## src/inc/i2cms_pkg.sv

```systemverilog
// i2cms_pkg: register map, field positions, reset values and states
// for the i2c master start-condition block.
// assumes a plain one-cycle strobe register port, 8-bit data.
package i2cms_pkg;

    // --------------------------------------------------------------
    // register offsets
    // --------------------------------------------------------------
    localparam logic [2:0] ADDR_CTRL2   = 3'h0; // serial_control_two
    localparam logic [2:0] ADDR_STATUS  = 3'h1; // serial_status
    localparam logic [2:0] ADDR_RELOAD  = 3'h2; // baud_reload_value
    localparam logic [2:0] ADDR_BUFFER  = 3'h3; // serial_data_buffer
    localparam logic [2:0] ADDR_IRQ_ST  = 3'h4; // sticky events, read only
    localparam logic [2:0] ADDR_IRQ_CLR = 3'h5; // write one to clear
    localparam logic [2:0] ADDR_IRQ_EN  = 3'h6; // interrupt enables

    // --------------------------------------------------------------
    // field positions
    // --------------------------------------------------------------
    localparam int CTRL2_START_BIT = 0;
    localparam int CTRL2_LOCK_W    = 5;
    localparam int STATUS_START_BIT = 3;
    localparam int STATUS_WRITE_COLLISION_FLAG_BIT  = 7;
    localparam int RELOAD_W         = 7;
    localparam int IRQ_BCOL_BIT     = 0;
    localparam int IRQ_WRITE_COLLISION_FLAG_BIT     = 1;
    localparam int IRQ_START_BIT    = 2;
    localparam int IRQ_DONE_BIT     = 3;
    localparam int IRQ_W            = 4;

    // --------------------------------------------------------------
    // reset values and the baud terminal count
    // --------------------------------------------------------------
    localparam logic [7:0] CTRL2_RST  = 8'h00;
    localparam logic [6:0] RELOAD_RST = 7'h00;
    localparam logic [7:0] BUFFER_RST = 8'h00;
    localparam logic [3:0] IRQ_RST    = 4'h0;
    localparam logic [6:0] BAUD_TERM  = 7'h7f;

    // --------------------------------------------------------------
    // sequencer states
    // --------------------------------------------------------------
    typedef enum logic [1:0] {
        ST_IDLE  = 2'b00,
        ST_SETUP = 2'b01,
        ST_HOLD  = 2'b10
    } i2cms_state_t;

endpackage

```

## src/rtl/i2cms_baud.sv

```systemverilog
// i2cms_baud: baud rate generator for the start sequence.
// assumes the caller pulses load_i; counts up to terminal count.
`timescale 1ns/1ns
module i2cms_baud
    import i2cms_pkg::*;
(
    // clock and reset
    input  wire logic                clk_i,
    input  wire logic                rst_i,
    // control
    input  wire logic                load_i,
    input  wire logic                run_i,
    input  wire logic [RELOAD_W-1:0] reload_i,
    // status
    output logic                     tick_o
);
    import i2cms_pkg::*;

    typedef struct packed {
        logic [RELOAD_W-1:0] count;
    } i2cms_baud_t;

    i2cms_baud_t state_reg;
    i2cms_baud_t state_next;

    // tick while running at terminal count; no load term here, since the
    // caller derives its reload from this tick and that would close a loop
    assign tick_o = run_i && (state_reg.count == BAUD_TERM);

    always_comb begin
        state_next = state_reg;
        if (load_i) begin
            state_next.count = reload_i;
        end else if (run_i && state_reg.count != BAUD_TERM) begin
            state_next.count = state_reg.count + 7'h01;
        end
    end

    always_ff @(posedge clk_i or posedge rst_i) begin
        if (rst_i) begin
            state_reg <= '0;
        end else begin
            state_reg <= state_next;
        end
    end
endmodule // i2cms_baud

```

## src/rtl/i2cms_start.sv

```systemverilog
// i2cms_start: i2c master start-condition generator with registers.
// assumes sda/scl inputs are already synchronous; pins are open drain.
`timescale 1ns/1ns
module i2cms_start
    import i2cms_pkg::*;
(
    // clock and reset
    input  wire logic       clk_i,
    input  wire logic       rst_i,
    // register port
    input  wire logic [2:0] addr_i,
    input  wire logic [7:0] wdata_i,
    input  wire logic       wr_i,
    input  wire logic       rd_i,
    output logic      [7:0] rdata_o,
    // i2c pins
    input  wire logic       sda_i,
    output logic            sda_o,
    output logic            sda_oe_o,
    input  wire logic       scl_i,
    output logic            scl_o,
    output logic            scl_oe_o,
    // interrupt
    output logic            irq_o
);
    import i2cms_pkg::*;

    // ------------------------------------------------------------------
    // state
    // ------------------------------------------------------------------
    typedef struct packed {
        i2cms_state_t        st;
        logic [7:0]          ctrl2;
        logic [RELOAD_W-1:0] reload;
        logic [7:0]          buffer;
        logic                start_seen;
        logic                write_collision_flag;
        logic                sda_low;
        logic [IRQ_W-1:0]    irq_st;
        logic [IRQ_W-1:0]    irq_en;
        logic [7:0]          rdata;
    } i2cms_start_t;

    i2cms_start_t state_reg;
    i2cms_start_t state_next;

    logic baud_load;
    logic baud_run;
    logic baud_tick;

    function automatic logic is_wr(input logic [2:0] a);
        is_wr = wr_i && (addr_i == a);
    endfunction

    // ------------------------------------------------------------------
    // baud rate generator
    // ------------------------------------------------------------------
    i2cms_baud u_baud (
        .clk_i    (clk_i),
        .rst_i    (rst_i),
        .load_i   (baud_load),
        .run_i    (baud_run),
        .reload_i (state_reg.reload),
        .tick_o   (baud_tick)
    );

    // ------------------------------------------------------------------
    // sequencer and registers
    // ------------------------------------------------------------------
    always_comb begin
        logic [IRQ_W-1:0] ev;
        logic             busy;
        logic             sda_free;
        ev         = '0;
        // our own hold from the last start does not count as a busy line,
        // otherwise a second start would wait on itself for ever
        sda_free   = sda_i || state_reg.sda_low;
        state_next = state_reg;
        baud_load  = 1'b0;
        baud_run   = (state_reg.st != ST_IDLE);
        busy       = state_reg.ctrl2[CTRL2_START_BIT];

        // register writes; lock holds low control bits while busy
        if (is_wr(ADDR_CTRL2)) begin
            if (busy) begin
                state_next.ctrl2[7:CTRL2_LOCK_W] =
                    wdata_i[7:CTRL2_LOCK_W];
            end else begin
                state_next.ctrl2 = wdata_i;
            end
        end
        if (is_wr(ADDR_RELOAD)) begin
            state_next.reload = wdata_i[RELOAD_W-1:0];
        end
        if (is_wr(ADDR_BUFFER)) begin
            if (busy) begin
                ev[IRQ_WRITE_COLLISION_FLAG_BIT] = 1'b1;
                state_next.write_collision_flag  = 1'b1;
            end else begin
                state_next.buffer = wdata_i;
            end
        end
        if (is_wr(ADDR_STATUS) && !wdata_i[STATUS_WRITE_COLLISION_FLAG_BIT]) begin
            state_next.write_collision_flag = 1'b0;
        end

        case (state_reg.st)
            ST_IDLE: begin
                if (state_reg.ctrl2[CTRL2_START_BIT]) begin
                    if (sda_free && scl_i) begin
                        baud_load        = 1'b1;
                        state_next.st    = ST_SETUP;
                        state_next.start_seen = 1'b0;
                    end else if (!sda_i && !scl_i) begin
                        ev[IRQ_BCOL_BIT] = 1'b1;
                        state_next.sda_low = 1'b0;
                        state_next.ctrl2[CTRL2_START_BIT] = 1'b0;
                    end
                end
            end
            ST_SETUP: begin
                if (!scl_i) begin
                    // scl stolen before we pulled sda: lose arbitration
                    ev[IRQ_BCOL_BIT] = 1'b1;
                    state_next.ctrl2[CTRL2_START_BIT] = 1'b0;
                    state_next.st = ST_IDLE;
                end else if (baud_tick && sda_i) begin
                    state_next.sda_low    = 1'b1;
                    state_next.start_seen = 1'b1;
                    ev[IRQ_START_BIT]     = 1'b1;
                    baud_load             = 1'b1;
                    state_next.st         = ST_HOLD;
                end else if (baud_tick) begin
                    ev[IRQ_BCOL_BIT] = 1'b1;
                    state_next.ctrl2[CTRL2_START_BIT] = 1'b0;
                    state_next.st = ST_IDLE;
                end
            end
            ST_HOLD: begin
                if (baud_tick) begin
                    state_next.ctrl2[CTRL2_START_BIT] = 1'b0;
                    ev[IRQ_DONE_BIT] = 1'b1;
                    state_next.st    = ST_IDLE;
                end
            end
            default: begin
                state_next.st = ST_IDLE;
            end
        endcase

        // a new sequence releases a previously held sda
        if (baud_load && state_reg.st == ST_IDLE) begin
            state_next.sda_low = 1'b0;
        end

        // sticky events: set wins over clear
        if (is_wr(ADDR_IRQ_CLR)) begin
            state_next.irq_st = state_reg.irq_st & ~wdata_i[IRQ_W-1:0];
        end
        state_next.irq_st = state_next.irq_st | ev;
        if (is_wr(ADDR_IRQ_EN)) begin
            state_next.irq_en = wdata_i[IRQ_W-1:0];
        end

        // read data stands in the cycle after the strobe only
        state_next.rdata = 8'h00;
        if (rd_i) begin
            if (addr_i == ADDR_CTRL2) begin
                state_next.rdata = state_reg.ctrl2;
            end else if (addr_i == ADDR_STATUS) begin
                state_next.rdata[STATUS_START_BIT] = state_reg.start_seen;
                state_next.rdata[STATUS_WRITE_COLLISION_FLAG_BIT]  = state_reg.write_collision_flag;
            end else if (addr_i == ADDR_RELOAD) begin
                state_next.rdata = {1'b0, state_reg.reload};
            end else if (addr_i == ADDR_BUFFER) begin
                state_next.rdata = state_reg.buffer;
            end else if (addr_i == ADDR_IRQ_ST) begin
                state_next.rdata = {4'h0, state_reg.irq_st};
            end else if (addr_i == ADDR_IRQ_EN) begin
                state_next.rdata = {4'h0, state_reg.irq_en};
            end else begin
                state_next.rdata = 8'h00;
            end
        end
    end

    always_ff @(posedge clk_i or posedge rst_i) begin
        if (rst_i) begin
            state_reg.st         <= ST_IDLE;
            state_reg.ctrl2      <= CTRL2_RST;
            state_reg.reload     <= RELOAD_RST;
            state_reg.buffer     <= BUFFER_RST;
            state_reg.start_seen <= 1'b0;
            state_reg.write_collision_flag       <= 1'b0;
            state_reg.sda_low    <= 1'b0;
            state_reg.irq_st     <= IRQ_RST;
            state_reg.irq_en     <= IRQ_RST;
            state_reg.rdata      <= 8'h00;
        end else begin
            state_reg <= state_next;
        end
    end

    // ------------------------------------------------------------------
    // outputs
    // ------------------------------------------------------------------
    // open drain: only ever drive low; scl is left released here
    assign sda_o    = 1'b0;
    assign sda_oe_o = state_reg.sda_low;
    assign scl_o    = 1'b0;
    assign scl_oe_o = 1'b0;
    assign rdata_o  = state_reg.rdata;
    assign irq_o    = |(state_reg.irq_st & state_reg.irq_en);
endmodule // i2cms_start

```

## config.mk

```make
export PLATFORM = sky130hd
export DESIGN_NAME = i2cms_start
export DESIGN_NICKNAME = d
export VERILOG_FILES = /design/src/inc/i2cms_pkg.sv /design/src/rtl/i2cms_baud.sv /design/src/rtl/i2cms_start.sv
export SDC_FILE = /design/constraint.sdc
export NUM_CORES = 1
export LEC_CHECK = 0
export BUFFER_PORTS_ARGS = -buffer_cell sky130_fd_sc_hd__clkbuf_2
export CAP_MARGIN = 10
export CORE_MARGIN = 2
export CORE_UTILIZATION = 58
export CTS_BUF_LIST = sky130_fd_sc_hd__clkbuf_16
export DETAILED_ROUTE_END_ITERATION = 10
export HOLD_SLACK_MARGIN = 0.03
export MAX_ROUTING_LAYER = met4
export PLACE_DENSITY = 0.83
export SLEW_MARGIN = 20
export SYNTH_ARGS = -nofsm -noshare
export SYNTH_HDL_FRONTEND = slang
export SYNTH_SLANG_ARGS = --single-unit
export TNS_END_PERCENT = 20
```

## constraint.sdc

```tcl
create_clock -name clk_i -period 2.1 [get_ports clk_i]
set_input_delay 0.42 -clock clk_i [delete_from_list [all_inputs] [get_ports clk_i]]
set_output_delay 0.42 -clock clk_i [all_outputs]
set_load 0.05 [all_outputs]
```

==> Word-level counts from Yosys, hierarchy flattened <==
Index checks and enable logic that the tools add are counted.
{ "op_classes": {"n_mul": 0, "n_reduce_logical": 32, "magnitude_cmp": 0, "bitwise": 5, "n_div": 0, "mux": 57, "n_eq_ne": 19, "n_shift": 0, "addsub": 1} }
{ "ops": {"columns": ["op", "count"], "rows": [
  ["8-bit two-way mux", 5],
  ["1-bit two-way mux", 35],
  ["7-bit two-way mux", 2],
  ["1-bit logical AND", 13],
  ["2-bit two-way mux", 5],
  ["2-bit nonzero test", 5],
  ["3-bit == test (second input constant)", 3],
  ["3-bit by 2-bit inequality test with 1-bit output (second input constant)", 3],
  ["4-bit AND", 2],
  ["4-bit two-way mux", 2],
  ["2-bit inequality test (second input constant)", 4],
  ["1-bit case mux with 2 select lines", 4],
  ["2-bit AND reduction", 4],
  ["7-bit by 1-bit adder with 7-bit output (second input constant)", 1],
  ["7-bit == test (second input constant)", 1],
  ["7-bit inequality test (second input constant)", 1],
  ["3-bit by 2-bit == test with 1-bit output (second input constant)", 2],
  ["3-bit two-way mux", 2],
  ["3-bit inequality test (second input constant)", 2],
  ["2-bit case mux with 3 select lines", 1],
  ["6-bit AND reduction", 1],
  ["5-bit AND reduction", 1],
  ["4-bit NOT", 1],
  ["4-bit bitwise OR", 1],
  ["other kinds (11)", 13]
]} }
{ "word_totals": {"mem_bits_ro": 0, "memories": 0, "ramBits": 0, "register_bits": 51, "output_inout_bits": 13, "elab_cells": 127, "latch_bits": 0} }

==> Depth between registers and ports, before layout <==
{ "logic_depth": {"word_depth": 9, "mapped_depth": 6, "mapped_depth_nobuf": 5} }

==> Hierarchy <==
A second synthesis with hierarchy kept.
{ "hier_totals": {"cells_unflattened": 237, "hier_area_um2": 2733.9} }
{ "modules_own_cells": {"columns": ["module", "area_each_um2", "cells_per_inst", "seq_area_each_um2", "n_inst"], "rows": [
  ["i2cms_start", 2272.2, 188, 1101.1, 1],
  ["i2cms_baud", 461.7, 49, 175.2, 1]
]} }

==> Least setup slack after synthesis <==
No wires, ideal clock.
{ "synth_timing": {"path_kind": "reg-to-reg", "start": "register u_baud.state_reg[0] (netlist bit)", "end": "register u_baud.state_reg[1] (netlist bit)", "stages_incl_launch_ff": 6, "setup_slack_ps": 414, "t_required_ps": 1975, "arrival_ps": 1560, "synth_period_minus_slack_ps": 1686, "setup_ps": 125, "path_cell_list": "dfrtp_1 > ha_1 > nand2_1 > o21ai_2 > mux2_2 > mux2_4"} }
{ "synth_via": {"elab_chain_cells": 7, "word_cells_on_any_way": 12, "cone_classes": "add/sub (1); eq/ne (2); mux (5); reduce/logical (4)"} }
{ "synth_rtl": {"columns": ["item", "line", "source"], "rows": [
  ["start, declared", "i2cms_baud.sv:23", "i2cms_baud_t state_reg;"],
  ["start signal, assigned", "i2cms_baud.sv:43", "state_reg <= state_next;"],
  ["7-bit == test", "i2cms_baud.sv:28", "assign tick_o = run_i && (state_reg.count == BAUD_TERM);"],
  ["1-bit logical AND", "i2cms_baud.sv:28", null],
  ["1-bit logical AND", "i2cms_start.sv:127", "end else if (baud_tick && sda_i) begin"],
  ["1-bit two-way mux", "i2cms_start.sv:127", null],
  ["1-bit two-way mux", "i2cms_start.sv:122", "if (!scl_i) begin"],
  ["1-bit case mux with 2 select lines", "i2cms_start.sv:107", "case (state_reg.st)"],
  ["7-bit two-way mux / 2-bit nonzero test (equally long branches)", null, null]
]} }
Several ways; a longest one is shown, not always the timed one. The select of a mux whose other input is x is not followed.
A chain may end at the register's enable or synchronous reset.

==> Worst setup path after layout <==
Same ends and word-level chain as after synthesis.

==> summary.txt <==
Number of global-route vias before repair: 1895
Post-route antenna net violation count: 0
Iteration-0 DRC Markers: 233
WL/cell: 17.60 µm
Avg Inst Size Synth: 11.35 µm²
Post-Syn Area: 2633 µm²
Die area: 5094 µm²
Die X: 71.37 µm
Seq/Total Area, Yosys: 0.4848
Max Clk Rate: 530.2 MHz
Yosys warns: 0
Total CTS buffers: 5
CP Max Fanout: 8
Slowest cell on crit path: dfrtp_1
Vias: 1891
Worst hold slack: 0.2679 ns
CP arrival: 2.07 ns
Final Slew Violations: 0
Post-DP HPWL: 3.736 mm
Initial antenna violation count: 0
Crit start category: flip-flop
Status: finished, final reports clean
Setup Fix Bufs, Post-CTS: 0
Buffers on Ports: 26
Critical path capture point type: flip-flop
I/O pins: 30
Fin crit share: 0.8982
Fraction of registers with async set or reset after synthesis: 1.000
CTS tree: yes
Most frequent cell after synthesis: dfrtp_1
Initial Util: 0.6046
Placer Congestion: 0.8816
Worst slew pin tran: 0.6324 ns
Core ar.: 4354 µm²
Clock latency on the worst-skew pair: 0.29 ns
Worst hold path class: primary input to async pin
Htree depth: 2
Max-Slew Margin vs Limit: 0.5784
Max stage delay on crit path: 0.42 ns
CTS root buf: clkbuf_16
Clk sinks: 51
Sum of negative setup slack: 0 ns
RSZ-0062 raised after global routing: no
Grt ovf: 0
Maxcap violations: 0
R2r worst-path depth: 5
Cts hold-fix bufs: 0
CTS max path bufs: 2
Synth area leaders: dfrtp_1 48%, mux2_2 12%, buf_4 3.7%
Area delta synth->final: 10.84%
Post-synth top area share: 0.4848
VDD IR-drop max: 560.6 µV
Post-synth top cells: 51 x dfrtp_1, 27 x mux2_2, 15 x nand2_1, 13 x buf_4, 13 x o21ai_0
Top_reg_cell synth: dfrtp_1
Max FFs per register: 35
TritonRoute pass-1 iters: 4
First-pass GRT wire length: 9.121 mm
Tot GR Track Use: 0.2400
Final core occ: 0.6701
P_leak: 1.348 nW
# diodes: 0
Final Hold Vio Count: 0
Largest net degree at the start of global routing: 52
Layout cells sized above 1: 0.3281
Sequence of cells on the critical path: ha_1, nand2_1, o21ai_2, mux2_2, mux2_4
Reg clk slew, reported paths: 0.07 ns
Pwr dens: 1166 nW/µm²
Setup Skew: 0.006357 ns
Total Wirelength: 5.422 mm
Drt drc: 0
Critical setup path kind: flip-flop to flip-flop
Final setup fails: 0
EDFF count, synth: 0
Via-to-Cell Ratio: 6.140
PostCTS Resize Cnt: 0
Library cells used by synthesis: 55
Final Critical Period: 1.886 ns
Synth Register Bits: 51
Final #Nets: 273
FP Rows: 24
Cells after synthesis: 232
Leading area contributor after synthesis: dfrtp_1
Data required, critical path: 2.28 ns
DIE HEIGHT: 71.37 µm
[cells by family after synthesis]
| kind of cell | share of synthesized area |
|---|---|
| adders and majority gates | 0.004752 |
| DFF | 0.4848 |
| muxes | 0.1592 |
| and+or+nand+nor | 0.1307 |
| AOI/OAI and AO/OA | 0.1431 |
| xor gates and xnor gates | 0.003328 |
| other | 0.001424 |
| buffers and inverters | 0.07271 |
[area by class of cell]
class	count	area, µm²
clock buffers	5	125.1
clock inverters	3	47.55
fillers	305	1436
inverters	9	33.78
multi-input cells	153	1172
flip-flops and latches	51	1276
well taps	52	65.06
repair buffers	35	197.7
[routing by layer]
metal | part of all wire | GRT usage
met5 | 0 | -
met1 | 0.45 | 0.3223
met2 | 0.47 | 0.3570
met4 | 0.031 | 0.1027
met3 | 0.054 | 0.04923
[cell usage in the layout, fill, tap and decap left out, drive strengths merged, types with 2 or more instances in the layout]
| cell type | Yosys | routed |
|---|---|---|
| mux2 | 30 | 30 |
| o22ai | 2 | 2 |
| nor2 | 14 | 14 |
| mux2i | 7 | 7 |
| inv | 9 | 10 |
| nand2b | 3 | 3 |
| nand3 | 2 | 2 |
| nor3 | 2 | 2 |
| a21oi | 7 | 7 |
| nand3b | 2 | 2 |
| dfrtp | 51 | 51 |
| nand4b | 2 | 2 |
| and4b | 2 | 2 |
| o21a | 2 | 2 |
| buf | 20 | 9 |
| nand2 | 15 | 15 |
| conb | 1 | 3 |
| a22oi | 8 | 8 |
| clkbuf | 1 | 31 |
| nand4 | 3 | 3 |
| o31a | 2 | 2 |
| o21ai | 14 | 14 |
| nor2b | 4 | 4 |
| o2bb2ai | 3 | 3 |
| a31oi | 4 | 4 |
| o211ai | 2 | 2 |
[stage by stage]
| step | power, mW | instances | worst slack [ns] | area, µm² |
|---|---|---|---|---|
| after global routing | 3.568 | 308 | 0.1269 | 2918 |
| after detailed placement | 2.451 | 300 | 0.2680 | 2745 |
| final | 3.403 | 308 | 0.2139 | 2918 |
| after floorplan | 2.256 | 234 | 0.4144 | 2640 |
| after global placement | 2.408 | 300 | 0.3400 | 2745 |
| after CTS | 3.408 | 308 | 0.2249 | 2918 |
[critical path, delay by kind of cell, from the launching register on]
kind | cells | cell delay [ns]
AO/OA/AOI/OAI | 1 | 0.31
AND/OR/NAND/NOR | 1 | 0.19
adder cells (fa/ha/maj) | 1 | 0.22
multiplexers | 2 | 0.63
flip-flops | 1 | 0.42
[worst paths after layout]
check,startpoint,to,slack [ns]
max,u_baud.state_reg[0],u_baud.state_reg[1],0.21
min,rst_i,state_reg[42],0.27
max reg2reg,u_baud.state_reg[0],u_baud.state_reg[1],0.21
min reg2reg,state_reg[25],state_reg[25],0.50
max in group asynchronous,rst_i,state_reg[34],1.41
min in group clk_i,wdata_i[4],state_reg[31],0.37
[power by group]
part / switching [mW] / internal (mW) / leakage [nW]
Sequential: 0.249 / 1.27 / 0.633
Combinational: 0.494 / 0.449 / 0.630
Clock: 0.374 / 0.569 / 0.0844
Total: 1.12 / 2.29 / 1.35
(Power assumes the default switching activity.)
